$ cat src/event_log_pkg.sv
package event_log_pkg;

  // Page geometry
  localparam int PAGE_BYTES = 512;
  localparam int CKSUM_BYTE = 511;
  localparam int NUM_CNT = 11;
  localparam int LIST_START = 4;
  localparam int TERM_BYTE = 48;
  localparam int CMD_SNAP_BYTES = 14;

  // Counter identifier layout
  localparam int ID_RESERVED_BIT = 15;
  localparam int ID_WIDTH_LSB = 12;
  localparam logic [2:0] WIDTH_CODE_16 = 3'h1;
  localparam logic [2:0] WIDTH_CODE_32 = 3'h2;
  localparam logic [2:0] WIDTH_CODE_48 = 3'h3;
  localparam logic [2:0] WIDTH_CODE_64 = 3'h4;
  localparam int CNT_WIDTH = 16;
  localparam logic [15:0] CNT_MAX = 16'hffff;

  // Identifier words in ascending order, all 16-bit counters
  localparam logic [15:0] CNT_IDS [NUM_CNT] = '{
    {1'b0, WIDTH_CODE_16, 12'h001}, {1'b0, WIDTH_CODE_16, 12'h002},
    {1'b0, WIDTH_CODE_16, 12'h003}, {1'b0, WIDTH_CODE_16, 12'h004},
    {1'b0, WIDTH_CODE_16, 12'h005}, {1'b0, WIDTH_CODE_16, 12'h006},
    {1'b0, WIDTH_CODE_16, 12'h007}, {1'b0, WIDTH_CODE_16, 12'h009},
    {1'b0, WIDTH_CODE_16, 12'h00a}, {1'b0, WIDTH_CODE_16, 12'h00b},
    {1'b0, WIDTH_CODE_16, 12'h00d}};

  // Counter slots
  localparam int CNT_ICRC = 0;
  localparam int CNT_RERR_DATA = 1;
  localparam int CNT_RERR_DATA_D2H = 2;
  localparam int CNT_RERR_DATA_H2D = 3;
  localparam int CNT_RERR_NDATA = 4;
  localparam int CNT_RERR_NDATA_D2H = 5;
  localparam int CNT_RERR_NDATA_H2D = 6;
  localparam int CNT_LINK_DROP = 7;
  localparam int CNT_SIG_FIS = 8;
  localparam int CNT_RX_CRC = 9;
  localparam int CNT_RX_OTHER = 10;

  // Log page numbers
  localparam logic [7:0] LOG_CMD_ERR = 8'h10;
  localparam logic [7:0] LOG_EVENT = 8'h11;

  // Command error page byte 0 bit positions
  localparam int NQ_BIT = 7;
  localparam int TAG_MSB = 4;

  // APB map
  localparam logic [11:0] ADDR_PAGE_LAST = 12'h1fc;
  localparam logic [11:0] ADDR_CMD = 12'h200;
  localparam logic [11:0] ADDR_STATUS = 12'h204;
  localparam int CMD_FEAT_BIT = 8;
  localparam logic [31:0] CMD_RESET = 32'h0000_0000;
  localparam int ST_PAGE_CMD = 0;
  localparam int ST_PAGE_EVT = 1;
  localparam int ST_ERR_LOGGED = 2;
  localparam int ST_LINK_READY = 3;
  localparam int ST_UNSUPPORTED = 4;

  typedef enum logic [2:0] {
    PAGE_NONE = 3'b001,
    PAGE_CMD = 3'b010,
    PAGE_EVT = 3'b100
  } page_type;

endpackage : event_log_pkg

$ cat src/event_log.sv
`timescale 1ns/100ps
// Notes on behaviour
// Tag in byte 0 bits 4:0
// Byte 0 bit 7 marks non-queued error
// Bytes 1-13 snapshot shadow registers; the code keeps bytes 1 and 11 zero
// Byte 511 makes page sum zero
// Power-up reset zeroes all counters
// Link and software resets keep counters
// BIST Activate FIS clears all counters
// Page 11h feature bit 0: return, clear
// Entry is 16-bit identifier then value
// Identifier bit 15 reserved, zero
// Bits 14:12 give counter width
// Width codes 1,2,3,4 mean 16..64 bits
// Transmitted is outbound, received inbound
// Identifier zero terminates the list
// 001h counts ICRC command failures
// 002h-007h count R_ERR responses by kind
// 009h counts ready to not-ready drops
// 00Ah counts COMRESET signature FISes
// 00Bh received CRC, 00Dh other errors
// Four zero bytes, list, zeros, checksum
// Counters saturate instead of wrapping
module event_log
  import event_log_pkg::*;
#(
  parameter int ADDR_WIDTH = 12
)
(
  input wire logic clk,
  input wire logic rst_n,
  input wire logic [ADDR_WIDTH-1:0] paddr,
  input wire logic psel,
  input wire logic penable,
  input wire logic pwrite,
  input wire logic [31:0] pwdata,
  input wire logic [3:0] pstrb,
  output logic [31:0] prdata,
  output logic pready,
  output logic pslverr,
  input wire logic icrcFail,
  input wire logic rerrDataD2h,
  input wire logic rerrDataH2d,
  input wire logic rerrNonDataD2h,
  input wire logic rerrNonDataH2d,
  input wire logic linkReadyState,
  input wire logic sigFisComreset,
  input wire logic rxCrcError,
  input wire logic rxOtherError,
  input wire logic bistActivate,
  input wire logic errCapture,
  input wire logic nonqueuedErrorFlag,
  input wire logic [4:0] errTag,
  input wire logic [7:0] shadowStatus,
  input wire logic [7:0] shadowError,
  input wire logic [7:0] shadowLbaLow,
  input wire logic [7:0] shadowLbaMid,
  input wire logic [7:0] shadowLbaHigh,
  input wire logic [7:0] shadowDevice,
  input wire logic [7:0] shadowLbaLowPrev,
  input wire logic [7:0] shadowLbaMidPrev,
  input wire logic [7:0] shadowLbaHighPrev,
  input wire logic [7:0] shadowCount,
  input wire logic [7:0] shadowCountPrev
);

  if (ADDR_WIDTH < 10 || ADDR_WIDTH > 12)
  begin : g_check
    $error("event_log: ADDR_WIDTH must be 10 to 12");
  end

  // The byte mux hard-codes these positions, so a package edit that moves
  // them must stop the build rather than produce a silently wrong page.
  if (CKSUM_BYTE != PAGE_BYTES - 1 || TERM_BYTE != LIST_START + 4 * NUM_CNT)
  begin : g_layout_check
    $error("event_log: page layout constants disagree");
  end

  if (CNT_WIDTH != 16 || NQ_BIT != 7 || TAG_MSB != 4 || CMD_SNAP_BYTES > 16)
  begin : g_field_check
    $error("event_log: field constants do not match the logic");
  end

  // Only plain 16-bit entries fit the four-byte slots of the page
  for (genvar g = 0; g < NUM_CNT; g++)
  begin : g_id_check
    if (CNT_IDS[g][ID_RESERVED_BIT] != 1'b0 || CNT_IDS[g][ID_WIDTH_LSB +: 3] != WIDTH_CODE_16)
    begin : g_bad_id
      $error("event_log: counter identifier is not a 16-bit entry");
    end
  end

  function automatic logic [15:0] satInc(input logic [15:0] val);
    satInc = (val == CNT_MAX) ? val : 16'(val + 16'h0001);
  endfunction : satInc

  logic [15:0] cnt_q [NUM_CNT];
  logic [15:0] cntSnap_q [NUM_CNT];
  logic [7:0] errRec_q [CMD_SNAP_BYTES];
  logic [7:0] cmdSnap_q [CMD_SNAP_BYTES];
  logic [NUM_CNT-1:0] evt;
  logic linkReadyPrev_q;
  logic errLogged_q;
  logic unsupported_q;
  logic [31:0] cmd_q;
  page_type pageSel_q;
  logic readyQ;
  logic errQ;
  logic [31:0] prdata_q;
  logic [7:0] evtCksum;
  logic [7:0] cmdCksum;
  logic [11:0] addr;
  logic access;
  logic done;
  logic cmdWrite;
  logic [7:0] cmdPage;
  logic cmdFeature;
  logic clearNow;
  logic pageHit;
  logic mapped;
  logic [31:0] readWord;

  assign addr = 12'(paddr);
  assign access = psel & penable & ~readyQ;
  assign done = psel & penable & readyQ;
  assign pageHit = (addr <= ADDR_PAGE_LAST) && (addr[1:0] == 2'b00) && ~pwrite;
  assign mapped = pageHit || addr == ADDR_CMD || (addr == ADDR_STATUS && ~pwrite);
  assign cmdWrite = done & pwrite & (addr == ADDR_CMD) & ~errQ;
  assign cmdPage = pstrb[0] ? pwdata[7:0] : cmd_q[7:0];
  assign cmdFeature = pstrb[1] ? pwdata[CMD_FEAT_BIT] : cmd_q[CMD_FEAT_BIT];

  // Page 11h read with feature bit 0 clears after the snapshot is taken
  assign clearNow = bistActivate
    | (cmdWrite & (cmdPage == LOG_EVENT) & cmdFeature);

  // Event decode; direction names follow the drive's view of the link
  always_comb
  begin
    evt = '0;
    evt[CNT_ICRC] = icrcFail;
    evt[CNT_RERR_DATA] = rerrDataD2h | rerrDataH2d;
    evt[CNT_RERR_DATA_D2H] = rerrDataD2h;
    evt[CNT_RERR_DATA_H2D] = rerrDataH2d;
    evt[CNT_RERR_NDATA] = rerrNonDataD2h | rerrNonDataH2d;
    evt[CNT_RERR_NDATA_D2H] = rerrNonDataD2h;
    evt[CNT_RERR_NDATA_H2D] = rerrNonDataH2d;
    evt[CNT_LINK_DROP] = linkReadyPrev_q & ~linkReadyState;
    evt[CNT_SIG_FIS] = sigFisComreset;
    evt[CNT_RX_CRC] = rxCrcError;
    evt[CNT_RX_OTHER] = rxOtherError;
  end

  always_ff @(posedge clk)
  begin
    if (!rst_n)
    begin
      linkReadyPrev_q <= 1'b0;
    end
    else
    begin
      linkReadyPrev_q <= linkReadyState;
    end
  end

  // Of the resets only the power-up reset zeroes the counters; link and soft resets
  // never reach this block, so values survive them.
  always_ff @(posedge clk)
  begin
    if (!rst_n)
    begin
      for (int k = 0; k < NUM_CNT; k++)
      begin
        cnt_q[k] <= '0;
      end
    end
    else
    begin
      for (int k = 0; k < NUM_CNT; k++)
      begin
        if (clearNow)
        begin
          // An event in the clearing cycle is kept
          cnt_q[k] <= {15'h0000, evt[k]};
        end
        else if (evt[k])
        begin
          cnt_q[k] <= satInc(cnt_q[k]);
        end
      end
    end
  end

  // Error record, captured when the error is reported
  always_ff @(posedge clk)
  begin
    if (!rst_n)
    begin
      for (int k = 0; k < CMD_SNAP_BYTES; k++)
      begin
        errRec_q[k] <= 8'h00;
      end
      errLogged_q <= 1'b0;
    end
    else if (errCapture)
    begin
      errRec_q[0] <= {nonqueuedErrorFlag, 2'b00, errTag};
      errRec_q[1] <= 8'h00;
      errRec_q[2] <= shadowStatus;
      errRec_q[3] <= shadowError;
      errRec_q[4] <= shadowLbaLow;
      errRec_q[5] <= shadowLbaMid;
      errRec_q[6] <= shadowLbaHigh;
      errRec_q[7] <= shadowDevice;
      errRec_q[8] <= shadowLbaLowPrev;
      errRec_q[9] <= shadowLbaMidPrev;
      errRec_q[10] <= shadowLbaHighPrev;
      errRec_q[11] <= 8'h00;
      errRec_q[12] <= shadowCount;
      errRec_q[13] <= shadowCountPrev;
      errLogged_q <= 1'b1;
    end
  end

  // Page snapshot on command; the reader sees a stable page even while
  // events and new errors keep arriving.
  always_ff @(posedge clk)
  begin
    if (!rst_n)
    begin
      pageSel_q <= PAGE_NONE;
      unsupported_q <= 1'b0;
      cmd_q <= CMD_RESET;
      for (int k = 0; k < NUM_CNT; k++)
      begin
        cntSnap_q[k] <= '0;
      end
      for (int k = 0; k < CMD_SNAP_BYTES; k++)
      begin
        cmdSnap_q[k] <= 8'h00;
      end
    end
    else if (cmdWrite)
    begin
      cmd_q <= {23'h000000, cmdFeature, cmdPage};
      unsupported_q <= 1'b0;
      if (cmdPage == LOG_EVENT)
      begin
        pageSel_q <= PAGE_EVT;
        for (int k = 0; k < NUM_CNT; k++)
        begin
          cntSnap_q[k] <= cnt_q[k];
        end
      end
      else if (cmdPage == LOG_CMD_ERR)
      begin
        pageSel_q <= PAGE_CMD;
        for (int k = 0; k < CMD_SNAP_BYTES; k++)
        begin
          cmdSnap_q[k] <= errRec_q[k];
        end
      end
      else
      begin
        pageSel_q <= PAGE_NONE;
        unsupported_q <= 1'b1;
      end
    end
  end

  // Checksums over the stored fields; every other byte is zero
  always_comb
  begin
    logic [7:0] sumE;
    logic [7:0] sumC;
    sumE = 8'h00;
    sumC = 8'h00;
    for (int k = 0; k < NUM_CNT; k++)
    begin
      sumE = 8'(sumE + CNT_IDS[k][7:0] + CNT_IDS[k][15:8]);
      sumE = 8'(sumE + cntSnap_q[k][7:0] + cntSnap_q[k][15:8]);
    end
    for (int k = 0; k < CMD_SNAP_BYTES; k++)
    begin
      sumC = 8'(sumC + cmdSnap_q[k]);
    end
    evtCksum = 8'(8'h00 - sumE);
    cmdCksum = 8'(8'h00 - sumC);
  end

  function automatic logic [7:0] pageByte(input logic [8:0] idx);
    logic [8:0] rel;
    logic [3:0] ent;
    rel = 9'(idx - 9'(LIST_START));
    ent = rel[5:2];
    pageByte = 8'h00;
    unique case (pageSel_q)
      PAGE_EVT:
      begin
        if (idx == 9'(CKSUM_BYTE))
        begin
          pageByte = evtCksum;
        end
        // Bytes 0-3, the zero identifier at 48-49 and 50-510 stay zero
        else if (idx >= 9'(LIST_START) && idx < 9'(TERM_BYTE))
        begin
          unique case (rel[1:0])
            2'b00: pageByte = CNT_IDS[ent][7:0];
            2'b01: pageByte = CNT_IDS[ent][15:8];
            2'b10: pageByte = cntSnap_q[ent][7:0];
            2'b11: pageByte = cntSnap_q[ent][15:8];
          endcase
        end
      end
      PAGE_CMD:
      begin
        if (idx == 9'(CKSUM_BYTE))
        begin
          pageByte = cmdCksum;
        end
        else if (idx < 9'(CMD_SNAP_BYTES))
        begin
          pageByte = cmdSnap_q[idx[3:0]];
        end
      end
      PAGE_NONE:
      begin
        pageByte = 8'h00;
      end
    endcase
  endfunction : pageByte

  always_comb
  begin
    readWord = 32'h0000_0000;
    if (pageHit)
    begin
      for (int b = 0; b < 4; b++)
      begin
        readWord[8*b +: 8] = pageByte({addr[8:2], 2'(b)});
      end
    end
    else if (addr == ADDR_CMD)
    begin
      readWord = cmd_q;
    end
    else if (addr == ADDR_STATUS)
    begin
      readWord[ST_PAGE_CMD] = (pageSel_q == PAGE_CMD);
      readWord[ST_PAGE_EVT] = (pageSel_q == PAGE_EVT);
      readWord[ST_ERR_LOGGED] = errLogged_q;
      readWord[ST_LINK_READY] = linkReadyState;
      readWord[ST_UNSUPPORTED] = unsupported_q;
    end
  end

  // One wait state: the page word is formed from flops in the first
  // access cycle and presented from a register in the second.
  always_ff @(posedge clk)
  begin
    if (!rst_n)
    begin
      readyQ <= 1'b0;
      errQ <= 1'b0;
      prdata_q <= 32'h0000_0000;
    end
    else
    begin
      readyQ <= access;
      if (access)
      begin
        errQ <= ~mapped;
        prdata_q <= (pwrite || !mapped) ? 32'h0000_0000 : readWord;
      end
    end
  end

  assign prdata = prdata_q;
  assign pready = readyQ;
  assign pslverr = readyQ & errQ;

endmodule : event_log

$ cat config.mk
export PLATFORM = sky130hd
export DESIGN_NAME = event_log
export DESIGN_NICKNAME = d
export VERILOG_FILES = /design/src/event_log_pkg.sv /design/src/event_log.sv
export SDC_FILE = /design/constraint.sdc
export NUM_CORES = 1
export LEC_CHECK = 0
export ABC_AREA = 1
export BUFFER_PORTS_ARGS = -buffer_cell sky130_fd_sc_hd__buf_2
export CAP_MARGIN = 10
export CORE_MARGIN = 10
export CORE_UTILIZATION = 41
export CTS_BUF_LIST = sky130_fd_sc_hd__clkbuf_4 sky130_fd_sc_hd__clkbuf_8
export CTS_CLUSTER_SIZE = 28
export DETAILED_ROUTE_END_ITERATION = 6
export GPL_TIMING_DRIVEN = 0
export HOLD_SLACK_MARGIN = 0.02
export SKIP_LAST_GASP = 1
export SLEW_MARGIN = 0
export SYNTH_ARGS = -nofsm -noshare
export SYNTH_HDL_FRONTEND = slang
export SYNTH_SLANG_ARGS = --single-unit
$ cat constraint.sdc
create_clock -name clk -period 15.1 [get_ports clk]
set_input_delay 1.51 -clock clk [delete_from_list [all_inputs] [get_ports clk]]
set_output_delay 1.51 -clock clk [all_outputs]
set_load 0.02 [all_outputs]
==> results of run 1 <==
## layout make-up
cell class,count,area (sq um)
diodes,7,17.52
plain buffers,108,495.5
clock buffers,151,1809
clock inverters,38,299.0
fillers,8230,44500
inverters,929,3492
multi-input cells,2098,13540
flip-flops and latches,589,17200
well taps,1134,1419
repair buffers,177,1051
## layout by cell type, fill, tap and decap left out, drive strengths merged, types with 33 or more instances in the layout
cell type,count
a21oi,172
buf,217
clkbuf,219
dfxtp,49
edfxtp,540
fa,182
ha,69
inv,930
nand2,532
nand3,120
nor2,518
nor3,71
nor3b,48
o211ai,33
o21ai,140
xor2,66
## through the flow
step | hold WS [ns] | setup TNS, ns | area [sq um] | instances | util [%]
2_1_floorplan | 0.4264 | 0 | 34690 | 3724 | -
3_3_place_gp | 0.4459 | -197.05 | 36940 | 5024 | 44.07
3_5_place_dp | 0.4550 | 0 | 37190 | 5035 | 44.37
4_1_cts | 0.4637 | 0 | 39300 | 5224 | 46.89
5_1_grt | 0.4924 | 0 | 39310 | 5228 | 46.90
6_report | 0.4626 | 0 | 39320 | 5231 | 46.91
## flip-flops by register name (all words and copies together), names as in the netlist
name / flops
errLogged_q: 1
errRec_q: 94
unsupported_q: 1
linkReadyPrev_q: 1
cnt_q: 176
pready: 1
pageSel_q: 3
prdata: 32
cntSnap_q: 176
cmdSnap_q: 94
errQ: 1
cmd_q: 9
## routing by layer
layer | track usage, % | vias to the layer above
li1 | - | 12340
met1 | 31.62 | 12540
met2 | 31.85 | 988
met3 | 4.113 | 174
met4 | 6.959 | 2
met5 | 0 | -
## logic make-up after synthesis
logic type                 count (synthesis)  share of synthesized area (%)
AOI/OAI and AO/OA                        418                          6.917
xor gates and xnor gates                  90                          2.272
adders and majority gates                251                          12.99
buffers and inverters                   1037                          11.49
DFF                                      589                          49.57
muxes                                      1                        0.02885
and+or+nand+nor                         1338                          16.73
## tightest hold or removal path: stages (launching register included)
cell and delay, ns:
dfxtp_1 0.31, nand2_1 0.06, a21oi_1 0.05
## worst paths after layout
check	start	endpoint	slack (ns)	depth (start not counted)
worst min register to register	prdata[24]	prdata[24]	0.46	2
worst max register to register	cntSnap_q[2][4]	prdata[31]	8.65	23
worst min-delay path	prdata[24]	prdata[24]	0.46	2
worst max-delay path	cntSnap_q[2][4]	prdata[31]	8.65	23
## power by group through the flow
| stage | logic [mW] | registers [mW] | clock network, mW |
|---|---|---|---|
| global placement | 2.06 | 1.95 | 0 |
| floorplan | 1.53 | 1.92 | 0 |
| global route | 2.42 | 1.91 | 1.62 |
| CTS | 2.10 | 1.90 | 1.54 |
| finish | 2.10 | 1.91 | 1.51 |
| detailed placement | 2.09 | 1.94 | 0 |
==> impl_results.md, run 1 <==
- Met2 WL: 45.42 mm
- DRT iter0 DRCs: 2,739
- Post-Synthesis Cells: 3,724
- Skew final: 0.04564 ns
- Power Total: 5.513 mW
- First-pass GRT wire length: 158.0 mm
- CTS sink cnt: 589
- Max Freq: 155.1 MHz
- CP arrival: 7.00 ns
- Hpwl dp: 85.34 mm
- Fraction of registers with async set/reset: 0%
- GPL Wtd Cong: 1.049
- Post-cts hold buffer count: 0
- Post-layout minimum cycle time: 6.449 ns
- Row Count: 106
- CP Buf/Inv Count: 3
- Setup ws final: 8.651 ns
- CP max-delay cell: fa_1
- Area delta synth->final: 13.33%
- Final slew viol count: 0
- Synth area leaders: edfxtp_1 47%, fa_1 11%, inv_1 10%
- Crit path launch type: flop
- RSZ-0062 raised after global routing: no
- Wl on met1: 48.47 mm
- DR top layer: met5
- I/O Buffers: 166
- Crit path max fanout: 4
- Switching power: 2.031 mW
- WL per Instance: 20.35 um
- Post-route antenna net violation count: 0
- Leakage power: 17.00 nW
- Critical path required time: 15.65 ns
- CTS Root Cell: clkbuf_8
- Post-synth EDFFs: 540
- Fraction of layout cells with a size suffix above 1: 10.81%
- Pwr/cell area: 140.2 mW/mm^2
- Status: completed
- Mapped Area: 0.03469 sq mm
- DR vias/cell: 4.978
- WL final: 106.4 mm
- Largest net degree at the start of global routing: 68
- Nets: 4,412
- Seq cells post-synth: 589
- Largest area contributor in the netlist: edfxtp_1
- Vias in the first global route: 25,480
- Mapped Nets: 4,133
- Max stage delay on crit path: 0.57 ns
- Most used DFF post-synth: edfxtp_1
- CTS tree: yes
- Core ar.: 0.08382 sq mm
- Setup Crit Path Kind: flop to flop
- Max Cap Viol: 0
- Cell mode on critical path: fa_1
- Post-synth top cells: 920 x inv_1, 540 x edfxtp_1, 521 x nand2_1
- Drt pass-1 iters: 6
- Pre-CTS setup slack: 8.637 ns
- Power share of the combinational group: 38.1%
- Grt total ovfl: 0
- H-tree levels: 3
- Synth cell types: 56
- Post-synthesis sequential area ratio: 49.57%
- Top-area cell type share of the netlist area: 46.74%
- Met3 Wirelength: 9.268 mm
- CTS resizes: 0
- Vias: 26,040
- Skew-Pair Late Insertion Delay: 0.74 ns
- Die height: 310.9 um
- Initial antenna violation count: 8
- Clk pin slew, worst setup/hold paths: 0.06 ns
- Peak VDD IR: 205.4 uV
- Initial Utilization: 41.39%
- Sw frac: 36.85%
- Clock share of power: 27.3%
- Ys Warns: 0
- P_int: 3.481 mW
- Drc violations: 0
- Top-count cell post-synth: inv_1
- Die ar.: 0.09665 sq mm
- Gr usage total: 21.60%
- Maximum clock path buffer count: 3
- Post-Syn Area per Cell: 9.316 sq um
- Crit. End Element: flop
- CTS Buf Count: 100
- Final hold vios: 0
- Sequential share of power: 34.6%
- Final Setup Violations: 0
- Worst slew margin: 29.72%
- Die X: 310.9 um
- Post-CTS setup buffer count: 0
- Top delay family on crit path: adder cells
- Tcrit/Tclk final: 42.71%
- CP Cell Sequence: inv_1 -> fa_1 -> fa_1 -> fa_1 -> fa_1 -> fa_1 -> fa_1 -> inv_1 -> fa_1 -> inv_1 -> ha_1 -> a21oi_1 -> nand2_1 -> nand2_1 -> nand2_1 -> a21oi_1 -> nand3_1 -> nand2_1 -> nand3_1 -> nand3_1 -> nand2_1 -> nand2_1 -> a21oi_1
- Worst-Margin Slew: 1.054 ns
- Hold Path Class: flop to flop
- I/O pins: 192
Power figures use the tool's default switching activity.
==> run 2, diff against run 1 <==
==> constraint.sdc (replaced) <==
create_clock -name clk -period 6.5 [get_ports clk]
set_input_delay 0.65 -clock clk [delete_from_list [all_inputs] [get_ports clk]]
set_output_delay 0.65 -clock clk [all_outputs]
set_load 0.02 [all_outputs]
==> run 2 against run 1 <==
- non-clock buffer count increased by 1
- critical endpoint unchanged
- combinational power increased to 2.5 times the previous value
- first-iteration DRC count decreased by 0.44%
- routed wire length increased by 3.7%
- cell count unchanged
==> impl_results.md, run 2 (synthesis results as in run 1) <==
- Status: completed
- Power Total: 13.33 mW (+140%)
- Pwr/cell area: 338.3 mW/mm^2 (+140%)
- Peak VDD IR: 743.7 uV (+260%)
- First-pass GRT wire length: 162.7 mm (+3.0%)
- Crit path launch type: flop
- Critical path required time: 7.08 ns (-8.57 ns)
- Setup Crit Path Kind: flop to flop
- WL per Instance: 21.11 um (+3.7%)
- CP max-delay cell: fa_2
- Gr usage total: 22.55% (+0.95 points)
- Max Freq: 160.4 MHz (+3.5%)
- Hpwl dp: 88.38 mm (+3.6%)
- Final instance area: 0.03942 sq mm (+0.24%)
- CTS Root Cell: clkbuf_8
- Register-to-Register Path Depth: 27 (+17%)
- CP arrival: 6.81 ns (-0.19 ns)
- CTS tree: yes
- H-tree levels: 3 (unchanged)
- Skew-Pair Late Insertion Delay: 0.75 ns (about the same)
- Crit path max fanout: 2 (-2)
- Maximum clock path buffer count: 3 (unchanged)
- RSZ-0062 raised after global routing: no
- Die height: 310.9 um (unchanged)
- Initial antenna violation count: 13 (+5)
- CTS Buf Count: 103 (+3.0%)
- Post-route antenna net violation count: 0 (unchanged)
- Hold Path Class: primary input to flop
- Vias: 26,080 (+0.15%)
- Row Count: 106 (unchanged)
- Crit. End Element: flop
- Final Setup Violations: 0 (unchanged)
- CTS sink cnt: 589 (unchanged)
- Die X: 310.9 um (unchanged)
- Max Cap Viol: 0 (unchanged)
- Core ar.: 0.08382 sq mm (unchanged)
- Initial Utilization: 41.39% (unchanged)
- Clk pin slew, worst setup/hold paths: 0.06 ns (about the same)
- Worst slew margin: 29.04% (-0.69 points)
- Tcrit/Tclk final: 95.90% (+53 points)
- Most frequent cells in the layout: 918 x inv_1, 540 x edfxtp_1, 517 x nand2_1
- Final slew viol count: 0 (unchanged)
- Final hold vios: 0 (unchanged)
- Nets: 4,416 (+0.091%)
- CP Buf/Inv Count: 7 (+4)
- Skew final: 0.03165 ns (-0.01399 ns)
- Vias in the first global route: 25,660 (+0.70%)
- GPL Wtd Cong: 0.9973 (-4.9%)
- Fin Setup TNS: 0 ns (unchanged)
- Most common cell after layout, fill and taps aside: inv_1
- Top delay family on crit path: adder cells
- WL final: 110.4 mm (+3.7%)
- Max stage delay on crit path: 0.61 ns (+0.04 ns)
- Worst-Margin Slew: 1.064 ns (+0.01028 ns)
- Die ar.: 0.09665 sq mm (unchanged)
- Post-layout minimum cycle time: 6.234 ns (-0.2154 ns)
- Drt pass-1 iters: 6 (unchanged)
- Finished Core Util: 47.02% (+0.11 points)
- I/O pins: 192 (unchanged)
- Leakage power: 17.03 nW (+0.18%)
- Largest net degree at the start of global routing: 70 (+2.9%)
- Worst path depth: 27 (+17%)
- Fraction of layout cells with a size suffix above 1: 11.05% (+0.24 points)
- Hold Path Stages: 3 (+1)
- Post-placement cell area: 0.03722 sq mm (about the same)
- DR vias/cell: 4.985 (+0.15%)
- Fill cells: 8,162 (-0.83%)
- Top Registers: cntSnap_q (176), cnt_q (176)
- Grt total ovfl: 0 (unchanged)
- Area delta synth->final: 13.61%
- I/O Buffers: 166 (unchanged)
- Drc violations: 0 (unchanged)
- DRT iter0 DRCs: 2,727 (-0.44%)
==> run 2: routing by layer <==
layer,part of all wire (%),vias to the layer above,GRT usage (%)
li1,-,12350,-
met2,41,946,31.79
met1,45,12580,31.84
met5,0.033,-,0
met3,9.8,199,7.338
met4,3.7,6,8.410
==> run 2: path summary, 6_finish.rpt <==
path	from	to	slack, ns
max reg2reg	cntSnap_q[4][11]	prdata[31]	0.27
max	cntSnap_q[4][11]	prdata[31]	0.27
min reg2reg	errLogged_q	errLogged_q	0.46
min	linkReadyState	linkReadyPrev_q	0.15
==> run 2: area by class of cell <==
cell class,count,area (sq um),area share (%)
multi-input cells,2098,13570,34.44
clock inverters,43,381.6,0.9682
clock buffers,146,1759,4.463
well taps,1134,1419,3.600
flip-flops and latches,589,17200,43.63
inverters,929,3492,8.860
repair buffers,178,1082,2.746
plain buffers,108,495.5,1.257
diodes,6,15.01,0.03809
==> run 2: worst reg2reg max path: stages (launching register included) <==
cell      delay (ns)
edfxtp_1        0.35
inv_2           0.08
fa_1            0.60
inv_1           0.08
fa_1            0.56
inv_1           0.05
fa_1            0.48
fa_1            0.60
fa_1            0.46
fa_1            0.55
inv_1           0.06
fa_2            0.61
inv_1           0.05
ha_1            0.28
nand3_1         0.08
nand2_1         0.07
nand2_1         0.08
nand2_1         0.09
a21oi_4         0.26
inv_1           0.07
nand3_1         0.10
nand2_2         0.12
inv_1           0.08
nand2_1         0.05
nand3_1         0.06
nand2_1         0.08
nand2_2         0.08
a21oi_1         0.06
==> run 2: power by group <==
part	leakage [nW]	switching [mW]	total [mW]	internal, mW
clock	1.13	1.61	3.57	1.96
sequential	6.23	0.123	4.43	4.31
combinational	9.67	3.27	5.34	2.07
total	17.0	5.00	13.3	8.33
==> run 2: through the flow <==
step | hold WS, ns | std cells | worst slack [ns]
floorplan | 0.4264 | 3724 | 0.9930
global placement | 0.4428 | 5024 | -1.357
detailed placement | 0.4501 | 5035 | -0.1509
CTS | 0.06163 | 5224 | 0.08258
global route | 0.09889 | 5231 | 0.006997
finish | 0.1538 | 5231 | 0.2663
==> run 2: repair_timing <==
item | CTS | global route
gates resized for setup | 2 | 6
setup buffers | 0 | 1
hold buffers | 0 | 0
endpoints found under the hold margin | 0 | 0
pin swaps | 0 | 12
endpoints found under the setup margin | 1 | 1
